File: src/rtl/charger_cfg_pkg.sv
// package: register map, field layout, reset values and carrier types
package charger_cfg_pkg;

  // ----------------------------------------------------------------
  // register map
  // ----------------------------------------------------------------
  localparam logic [7:0] CHARGER_CONFIG_A_ADDR = 8'h03;
  localparam logic [7:0] CHARGE_CURRENT_CTRL_ADDR = 8'h04;
  localparam logic [7:0] CHARGER_CONFIG_A_RESET = 8'h1a;
  localparam logic [7:0] CHARGE_CURRENT_CTRL_RESET = 8'h20;
  localparam logic [7:0] UNMAPPED_READ_VALUE = 8'h00;

  // ----------------------------------------------------------------
  // field positions
  // ----------------------------------------------------------------
  localparam int OUT_CTRL_BIT = 7;
  localparam int WATCHDOG_KICK_BIT = 6;
  localparam int BOOST_OUTPUT_EN_BIT = 5;
  localparam int CHARGE_EN_BIT = 4;
  localparam int MIN_SYSTEM_VOLTAGE_LSB = 1;
  localparam int MIN_VBAT_SEL_BIT = 0;
  localparam int PULSE_CONTROL_EN_BIT = 7;
  localparam int FAST_CHARGE_CURRENT_LSB = 0;

  // ----------------------------------------------------------------
  // scaling of the coded fields
  // ----------------------------------------------------------------
  localparam logic [6:0] FAST_CHARGE_CODE_MAX = 7'h3f;
  localparam logic [6:0] FAST_CHARGE_CODE_OFF = 7'h00;
  localparam logic [12:0] FAST_CHARGE_STEP_MA = 13'h0040;
  localparam logic [11:0] MIN_SYSTEM_OFFSET_MV = 12'hbb8;
  localparam logic [11:0] MIN_SYSTEM_STEP_MV = 12'h064;
  localparam logic [11:0] MIN_VBAT_HIGH_MV = 12'hb54;
  localparam logic [11:0] MIN_VBAT_LOW_MV = 12'h9c4;

  // ----------------------------------------------------------------
  // carrier types
  // ----------------------------------------------------------------
  typedef struct packed {
    logic wr;
    logic rd;
    logic [7:0] addr;
    logic [7:0] wdata;
  } reg_req_type;

  typedef struct packed {
    logic ack;
    logic [7:0] rdata;
  } reg_rsp_type;

  typedef struct packed {
    logic out_ctrl;
    logic watchdog_kick;
    logic boost_output_en;
    logic charge_en;
    logic [2:0] min_system_voltage;
    logic min_vbat_sel;
  } cfg_a_type;

  typedef struct packed {
    logic pulse_control_en;
    logic [6:0] fast_charge_current;
  } cfg_b_type;

  typedef struct packed {
    logic adapter_plugged;
    logic detect_active;
    logic pulse_up;
    logic pulse_down;
  } sys_state_type;

  typedef struct packed {
    logic boost_output_en;
    logic charge_en;
    logic [2:0] min_system_voltage;
    logic min_vbat_sel;
    logic pulse_control_en;
    logic pulse_up;
    logic pulse_down;
    logic [6:0] fast_charge_current;
    logic [12:0] fast_charge_ma;
    logic [11:0] min_system_mv;
    logic [11:0] min_vbat_mv;
    logic adapter_present_out;
    logic data_select_out;
  } ctrl_out_type;

  typedef enum logic [1:0] {
    KICK_IDLE = 2'b01,
    KICK_WAIT = 2'b10
  } kick_state_type;

endpackage

File: src/rtl/charger_config_regs.sv
// charger configuration registers with decoded control outputs
`timescale 1ns/1ps
`default_nettype none
module charger_config_regs
  #(
  parameter bit HAS_DATA_SELECT = 1'b0
  )
  (
  // clock and reset
  input wire logic mclk_i,
  input wire logic rstn_i,
  // register access
  input wire charger_cfg_pkg::reg_req_type req_i,
  output charger_cfg_pkg::reg_rsp_type rsp_o,
  // reset sources
  input wire logic reg_reset_i,
  input wire logic wd_expire_i,
  // watchdog timer handshake
  input wire logic wd_restart_done_i,
  output logic wd_restart_o,
  // charger state
  input wire charger_cfg_pkg::sys_state_type sys_i,
  // control outputs
  output charger_cfg_pkg::ctrl_out_type ctrl_o
  );
  import charger_cfg_pkg::*;

  // ----------------------------------------------------------------
  // state
  // ----------------------------------------------------------------
  typedef struct packed {
    cfg_a_type cfg_a;
    cfg_b_type cfg_b;
    reg_rsp_type rsp;
    ctrl_out_type ctrl;
    logic restart;
  } regs_type;

  localparam regs_type REGS_RESET = '{
    cfg_a: cfg_a_type'(CHARGER_CONFIG_A_RESET),
    cfg_b: cfg_b_type'(CHARGE_CURRENT_CTRL_RESET),
    rsp: '{ack: 1'b0, rdata: UNMAPPED_READ_VALUE},
    ctrl: '0,
    restart: 1'b0
  };

  regs_type st_reg;
  regs_type st_next;

  logic wr_a;
  logic wr_b;
  logic kick_write;
  logic kick_pending;
  logic [6:0] clamped_code;

  // ----------------------------------------------------------------
  // helpers
  // ----------------------------------------------------------------
  function automatic logic [12:0] current_ma(input logic [6:0] code);
    current_ma = 13'(code) * FAST_CHARGE_STEP_MA;
  endfunction

  function automatic logic [11:0] sys_mv(input logic [2:0] code);
    sys_mv = MIN_SYSTEM_OFFSET_MV + 12'(code) * MIN_SYSTEM_STEP_MV;
  endfunction

  // ----------------------------------------------------------------
  // fields restored by watchdog expiry
  // ----------------------------------------------------------------
  // voltage limits and the out_ctrl bit survive expiry; the boost and charge enables are restored
  function automatic cfg_a_type expire_cfg_a
    (
    input cfg_a_type cur
    );
    cfg_a_type res;
    res = cur;
    res.watchdog_kick = CHARGER_CONFIG_A_RESET[WATCHDOG_KICK_BIT];
    res.boost_output_en = CHARGER_CONFIG_A_RESET[BOOST_OUTPUT_EN_BIT];
    res.charge_en = CHARGER_CONFIG_A_RESET[CHARGE_EN_BIT];
    expire_cfg_a = res;
  endfunction

  // ----------------------------------------------------------------
  // read multiplexer
  // ----------------------------------------------------------------
  // reads see the stored value, before a write of the same cycle;
  // unmapped addresses read as zero
  function automatic logic [7:0] read_mux
    (
    input logic [7:0] addr,
    input cfg_a_type cur_a,
    input cfg_b_type cur_b
    );
    logic [7:0] val;
    val = UNMAPPED_READ_VALUE;
    case (addr)
      CHARGER_CONFIG_A_ADDR:
      begin
        val = cur_a;
      end
      CHARGE_CURRENT_CTRL_ADDR:
      begin
        val = cur_b;
      end
      default:
      begin
        val = UNMAPPED_READ_VALUE;
      end
    endcase
    read_mux = val;
  endfunction

  // ----------------------------------------------------------------
  // threshold select and pulse gating
  // ----------------------------------------------------------------
  // a set bit selects the lower falling threshold
  function automatic logic [11:0] vbat_mv
    (
    input logic sel
    );
    vbat_mv = sel ? MIN_VBAT_LOW_MV : MIN_VBAT_HIGH_MV;
  endfunction

  // pulse requests pass only while the enable bit is set
  function automatic logic pulse_gate
    (
    input logic enable,
    input logic request
    );
    pulse_gate = enable && request;
  endfunction

  // ----------------------------------------------------------------
  // variant-specific output levels
  // ----------------------------------------------------------------
  // adapter-present variant: high only in boost mode with the bit set,
  // low with an adapter and on battery alone
  function automatic logic adapter_level
    (
    input logic boost_on,
    input logic plugged,
    input logic ctrl_bit
    );
    adapter_level = boost_on && !plugged && ctrl_bit;
  endfunction

  // data-select variant: detection or force bit with an adapter,
  // force bit in boost mode, low on battery alone
  function automatic logic data_select_level
    (
    input logic boost_on,
    input logic plugged,
    input logic detecting,
    input logic force_bit
    );
    logic level;
    level = 1'b0;
    if (plugged)
    begin
      level = detecting || force_bit;
    end
    else if (boost_on)
    begin
      level = force_bit;
    end
    data_select_level = level;
  endfunction

  // ----------------------------------------------------------------
  // write decode and submodules
  // ----------------------------------------------------------------
  assign wr_a = req_i.wr && (req_i.addr == CHARGER_CONFIG_A_ADDR);
  assign wr_b = req_i.wr && (req_i.addr == CHARGE_CURRENT_CTRL_ADDR);
  assign kick_write = wr_a && req_i.wdata[WATCHDOG_KICK_BIT];

  current_code_clamp u_clamp
  (
    .code_i(req_i.wdata[FAST_CHARGE_CURRENT_LSB +: 7]),
    .code_o(clamped_code)
  );

  watchdog_kick_tracker u_kick
  (
    .mclk_i(mclk_i),
    .rstn_i(rstn_i),
    .kick_i(kick_write),
    .clear_i(reg_reset_i || wd_expire_i),
    .restart_done_i(wd_restart_done_i),
    .kick_pending_o(kick_pending)
  );

  // ----------------------------------------------------------------
  // next state
  // ----------------------------------------------------------------
  always_comb
  begin
    cfg_a_type a;
    cfg_b_type b;
    a = st_reg.cfg_a;
    b = st_reg.cfg_b;
    st_next = st_reg;

    // register writes
    if (wr_a)
    begin
      a = cfg_a_type'(req_i.wdata);
    end
    if (wr_b)
    begin
      b.pulse_control_en = req_i.wdata[PULSE_CONTROL_EN_BIT];
      b.fast_charge_current = clamped_code;
    end
    a.watchdog_kick = kick_pending || kick_write;

    // reset sources override writes
    if (reg_reset_i)
    begin
      a = cfg_a_type'(CHARGER_CONFIG_A_RESET);
      b = cfg_b_type'(CHARGE_CURRENT_CTRL_RESET);
    end
    else if (wd_expire_i)
    begin
      a = expire_cfg_a(a);
      b = cfg_b_type'(CHARGE_CURRENT_CTRL_RESET);
    end
    st_next.cfg_a = a;
    st_next.cfg_b = b;

    // read path
    st_next.rsp.ack = req_i.rd || req_i.wr;
    st_next.rsp.rdata = UNMAPPED_READ_VALUE;
    if (req_i.rd)
    begin
      st_next.rsp.rdata = read_mux(req_i.addr, st_reg.cfg_a, st_reg.cfg_b);
    end

    // restart request to the watchdog timer
    st_next.restart = a.watchdog_kick;

    // decoded controls, taken from the updated fields, not the stored ones
    st_next.ctrl.boost_output_en = a.boost_output_en;
    st_next.ctrl.charge_en = a.charge_en &&
      (b.fast_charge_current != FAST_CHARGE_CODE_OFF);
    st_next.ctrl.min_system_voltage = a.min_system_voltage;
    st_next.ctrl.min_system_mv = sys_mv(a.min_system_voltage);
    st_next.ctrl.min_vbat_sel = a.min_vbat_sel;
    st_next.ctrl.min_vbat_mv = vbat_mv(a.min_vbat_sel);
    st_next.ctrl.pulse_control_en = b.pulse_control_en;
    st_next.ctrl.pulse_up =
      pulse_gate(b.pulse_control_en, sys_i.pulse_up);
    st_next.ctrl.pulse_down =
      pulse_gate(b.pulse_control_en, sys_i.pulse_down);
    st_next.ctrl.fast_charge_current = b.fast_charge_current;
    st_next.ctrl.fast_charge_ma = current_ma(b.fast_charge_current);

    // variant-specific outputs
    st_next.ctrl.adapter_present_out = 1'b0;
    st_next.ctrl.data_select_out = 1'b0;
    if (HAS_DATA_SELECT)
    begin
      st_next.ctrl.data_select_out = data_select_level(a.boost_output_en,
        sys_i.adapter_plugged, sys_i.detect_active, a.out_ctrl);
    end
    else
    begin
      st_next.ctrl.adapter_present_out = adapter_level(a.boost_output_en,
        sys_i.adapter_plugged, a.out_ctrl);
    end
  end

  // ----------------------------------------------------------------
  // registers
  // ----------------------------------------------------------------
  always_ff @(posedge mclk_i or negedge rstn_i)
  begin
    if (!rstn_i)
    begin
      st_reg <= REGS_RESET;
    end
    else
    begin
      st_reg <= st_next;
    end
  end

  assign rsp_o = st_reg.rsp;
  assign ctrl_o = st_reg.ctrl;
  assign wd_restart_o = st_reg.restart;

endmodule
`default_nettype wire

File: src/rtl/current_code_clamp.sv
// fast charge current code clamp to the largest legal code
`timescale 1ns/1ps
`default_nettype none
module current_code_clamp
  (
  // raw code
  input wire logic [6:0] code_i,
  // stored code
  output logic [6:0] code_o
  );
  import charger_cfg_pkg::*;

  always_comb
  begin
    code_o = (code_i > FAST_CHARGE_CODE_MAX) ? FAST_CHARGE_CODE_MAX : code_i;
  end

endmodule
`default_nettype wire

File: src/rtl/watchdog_kick_tracker.sv
// watchdog kick bit: holds the restart request until the timer reports done
`timescale 1ns/1ps
`default_nettype none
module watchdog_kick_tracker
  (
  // clock and reset
  input wire logic mclk_i,
  input wire logic rstn_i,
  // control
  input wire logic kick_i,
  input wire logic clear_i,
  input wire logic restart_done_i,
  // status
  output logic kick_pending_o
  );
  import charger_cfg_pkg::*;

  typedef struct packed {
    kick_state_type state;
    logic pending;
  } kick_regs_type;

  kick_regs_type st_reg;
  kick_regs_type st_next;

  always_comb
  begin
    st_next = st_reg;
    case (st_reg.state)
      KICK_IDLE:
      begin
        if (kick_i && !clear_i)
        begin
          st_next.state = KICK_WAIT;
          st_next.pending = 1'b1;
        end
      end
      KICK_WAIT:
      begin
        // a fresh kick in the done cycle keeps the request alive
        if (clear_i)
        begin
          st_next.state = KICK_IDLE;
          st_next.pending = 1'b0;
        end
        else if (restart_done_i && !kick_i)
        begin
          st_next.state = KICK_IDLE;
          st_next.pending = 1'b0;
        end
      end
      default:
      begin
        st_next.state = KICK_IDLE;
        st_next.pending = 1'b0;
      end
    endcase
  end

  always_ff @(posedge mclk_i or negedge rstn_i)
  begin
    if (!rstn_i)
    begin
      st_reg <= '{state: KICK_IDLE, pending: 1'b0};
    end
    else
    begin
      st_reg <= st_next;
    end
  end

  assign kick_pending_o = st_reg.pending;

endmodule
`default_nettype wire

File: config.mk
export PLATFORM = sky130hd
export DESIGN_NAME = charger_config_regs
export DESIGN_NICKNAME = d
export VERILOG_FILES = /design/src/rtl/charger_cfg_pkg.sv /design/src/rtl/charger_config_regs.sv /design/src/rtl/current_code_clamp.sv /design/src/rtl/watchdog_kick_tracker.sv
export SDC_FILE = /design/constraint.sdc
export NUM_CORES = 1
export LEC_CHECK = 0
export BUFFER_PORTS_ARGS = -buffer_cell sky130_fd_sc_hd__buf_2
export CAP_MARGIN = 20
export CORE_MARGIN = 2
export CORE_UTILIZATION = 50
export CTS_CLUSTER_SIZE = 12
export DETAILED_ROUTE_END_ITERATION = 7
export PLACE_DENSITY = 0.82
export SETUP_SLACK_MARGIN = 0.4
export SLEW_MARGIN = 10
export SYNTH_ARGS = -nofsm -noshare
export SYNTH_HDL_FRONTEND = slang
export SYNTH_HIERARCHICAL = 1
export SYNTH_SLANG_ARGS = --single-unit
File: constraint.sdc
create_clock -name mclk_i -period 3 [get_ports mclk_i]
set_input_delay 0.15 -clock mclk_i [delete_from_list [all_inputs] [get_ports mclk_i]]
set_output_delay 0.15 -clock mclk_i [all_outputs]
set_load 0.1 [all_outputs]
==> run summary <==
DR vias/cell - 4.74
Crit path time final - 2.49 ns
Initial core utilization - 52.8%
RSZ-0062 raised after global routing - true
H-tree depth - 2
Inserted Clock Buffers - 5
Worst slew pin tran - 0.965 ns
GR peak layer - met2
Die W - 75.3 microns
Max reg flops - 22
Total track usage - 16.8%
# DRC - 0
Area after DPL - 2610 sq um
Pwr Density - 410 nW/um^2
Skew final - 0.0104 ns
Clock-pin slew on the worst setup and hold paths - 0.08 ns
Drt pass-1 iters - 6
Worst slew margin - 35.6%
Clk_lat worst skew - 0.29 ns
Final setup viols - 0
Met3 Track Usage GR - 4.50%
Failing checks - negative hold slack
Type of the tightest min-delay check - input port to async pin
Fin Setup TNS - 0 ns
Rows - 25
Register bit total from synthesis - 44
I/O pin count - 92
Largest net degree at the start of global routing - 45
Setup crit end kind - register
Max Root-Sink Buffers - 2
Design Area, Final - 2730 sq um
Lkg Pwr - 1.29 nW
Starting DRT DRC Count - 63
Met2 GRT Util - 25.5%
Die ar. - 5670 sq um
CTS sink count - 44
Vias in the first global route - 1484
Area Growth Syn to Fin - 7.43%
Post-Syn Instances - 243
Max Cap Violations - 0
Worst Path Max Fanout - 8
Post-synth ARST share - 100%
Arr. time, crit path - 2.67 ns
Grt ovf - 0
Port bufs - 76
Routed WL - 4.52 mm
Antenna cells - 0
CTS tree - done
Post-Syn Area - 2540 sq um
Vias - 1648
Setup CP Type - input port to register
Status - complete, but fails checks
Antenna violations before repair - 0
Count of cell types in the netlist - 41
EDFF count, synth - 0
Post-synthesis average cell area - 10.5 sq um
Die span in y - 75.3 microns
Worst Setup Start Kind - input port
Share of cells above drive strength 1 - 40.2%
Period utilization - 82.9%
GR Util met1 - 23.1%
Core area - 4820 sq um
Post-DP HPWL - 3.40 mm
Routed len/inst - 13.0 microns
Hold WS - -0.0000611 ns
Post-DRT Antenna Nets - 0
CTS root buf - clkbuf_8
RePlAce Congestion - 0.781
Nets - 315
Slew Limit Fails - 0
Worst vdd ir - 0.162 mV
Most frequent cells in the layout - buf_2 (76), dfrtp_1 (39), nor2_1 (19), conb_1 (16), mux2i_1 (15)
CP required - 3.18 ns
Hold buffer count at cts - 0
Most common cell after layout, fill and taps aside - buf_2
Fraction of the yosys area taken by sequential cells - 43.6%
Top FF cell, synth - dfrtp_1
First-pass GRT wire length - 7.04 mm
Fmax achieved - 402 MHz
Yosys warning count - 6
Fin. Hold Viols - 1
[worst paths after layout]
kind	slack (ns)	cells past startpoint	end	from
worst max register to register	0.87	9	ctrl_o[22]$_DFF_PN0_	ctrl_o[51]$_DFF_PN0_
max in group asynchronous	2.38	1	rsp_o[2]$_DFF_PN0_	rstn_i
worst min-delay path	-0.00006	1	ctrl_o[17]$_DFF_PN0_	rstn_i
worst max-delay path	0.51	12	ctrl_o[22]$_DFF_PN0_	req_i[11]
min in group mclk_i	0.03	2	ctrl_o[1]$_DFF_PN0_	sys_i[3]
worst min register to register	0.54	1	wd_restart_o$_DFF_PN0_	u_kick/st_reg[2]$_DFFE_PN0P_
[report_power, final]
group	internal [W]	switching, W	leakage (nW)
clock	0.000163	0.000185	0.0422
sequential	0.000595	0.00000100	0.539
combinational	0.0000247	0.000150	0.712
[synth_stat cells (2+ instances only)]
cell	number	area share, %
xnor2_1	3	1.0
mux2i_1	15	5.9
nor2b_1	10	2.5
nand2_1	6	0.89
or4b_2	2	0.79
a22oi_1	8	2.4
or4_4	2	0.89
nand3b_1	4	1.2
nor2_1	19	2.8
nor4_1	3	0.74
or3_1	2	0.49
nor3b_1	2	0.59
inv_1	5	0.74
conb_1	3	0.44
xor2_1	3	1.0
nand2b_1	2	0.49
a21oi_1	2	0.39
dfstp_2	5	5.2
o21a_1	2	0.59
dfrtp_1	39	38
ha_1	8	3.9
nor4b_2	2	1.2
or2_2	3	0.74
or2_1	6	1.5
buf_4	66	19
nor3_1	6	1.2
[per-stage QoR]
step                hold slack, ns  utilization [%]  setup WS (ns)  total power (W)  cells
global placement             0.328             54.2          0.182         0.000782    336
global route                0.0128             56.7          0.347          0.00116    348
CTS                         0.0116             56.2          0.449          0.00114    345
detailed placement           0.330             54.2         0.0823         0.000783    336
floorplan                   -0.146                -          0.152         0.000765    256
finish                  -0.0000611             56.7          0.512          0.00112    348
[critical path: stages]
cell	delay (ns)
buf_2	0.09
or4_4	0.59
nor3_4	0.22
buf_4	0.15
buf_4	0.13
mux2i_1	0.27
ha_1	0.24
ha_4	0.16
xnor2_1	0.09
or3_1	0.33
nor3_1	0.15
nor3_1	0.08
[cell type report]
class                           count  area (sq um)
Fill cell                         426          2090
Sequential cell                    44          1110
Multi-Input combinational cell    137           980
Timing Repair Buffer               86           455
Tap cell                           67          83.8
Clock buffer                        7          76.3
Inverter                            6          22.5
Clock inverter                      1          5.00
[routing by layer]
metal	vias up	part of all wire (%)
met1	783	45
met2	54	47
met5	-	0
li1	804	-
met3	7	5.9
met4	0	1.6
[cells by family after synthesis]
family | after synthesis | share of synthesized area (%)
multiplexers | 15 | 5.91
AO/OA/AOI/OAI | 19 | 5.42
buffers and inverters | 75 | 21.2
flip-flops | 44 | 43.6
other | 3 | 0.443
adder cells (fa/ha/maj) | 8 | 3.94
XOR/XNOR | 6 | 2.07
AND/OR/NAND/NOR | 73 | 17.5
[what timing repair did]
| action | 4_1_cts | 5_1_grt |
|---|---|---|
| pin swaps | 0 | 1 |
| setup endpoints to repair | 1 | 1 |
| endpoints found under the hold margin | 0 | 0 |
| buffers inserted | 1 | 3 |
| gates resized for setup | 1 | 0 |
No activity file was read; power rests on OpenSTA's default activity.
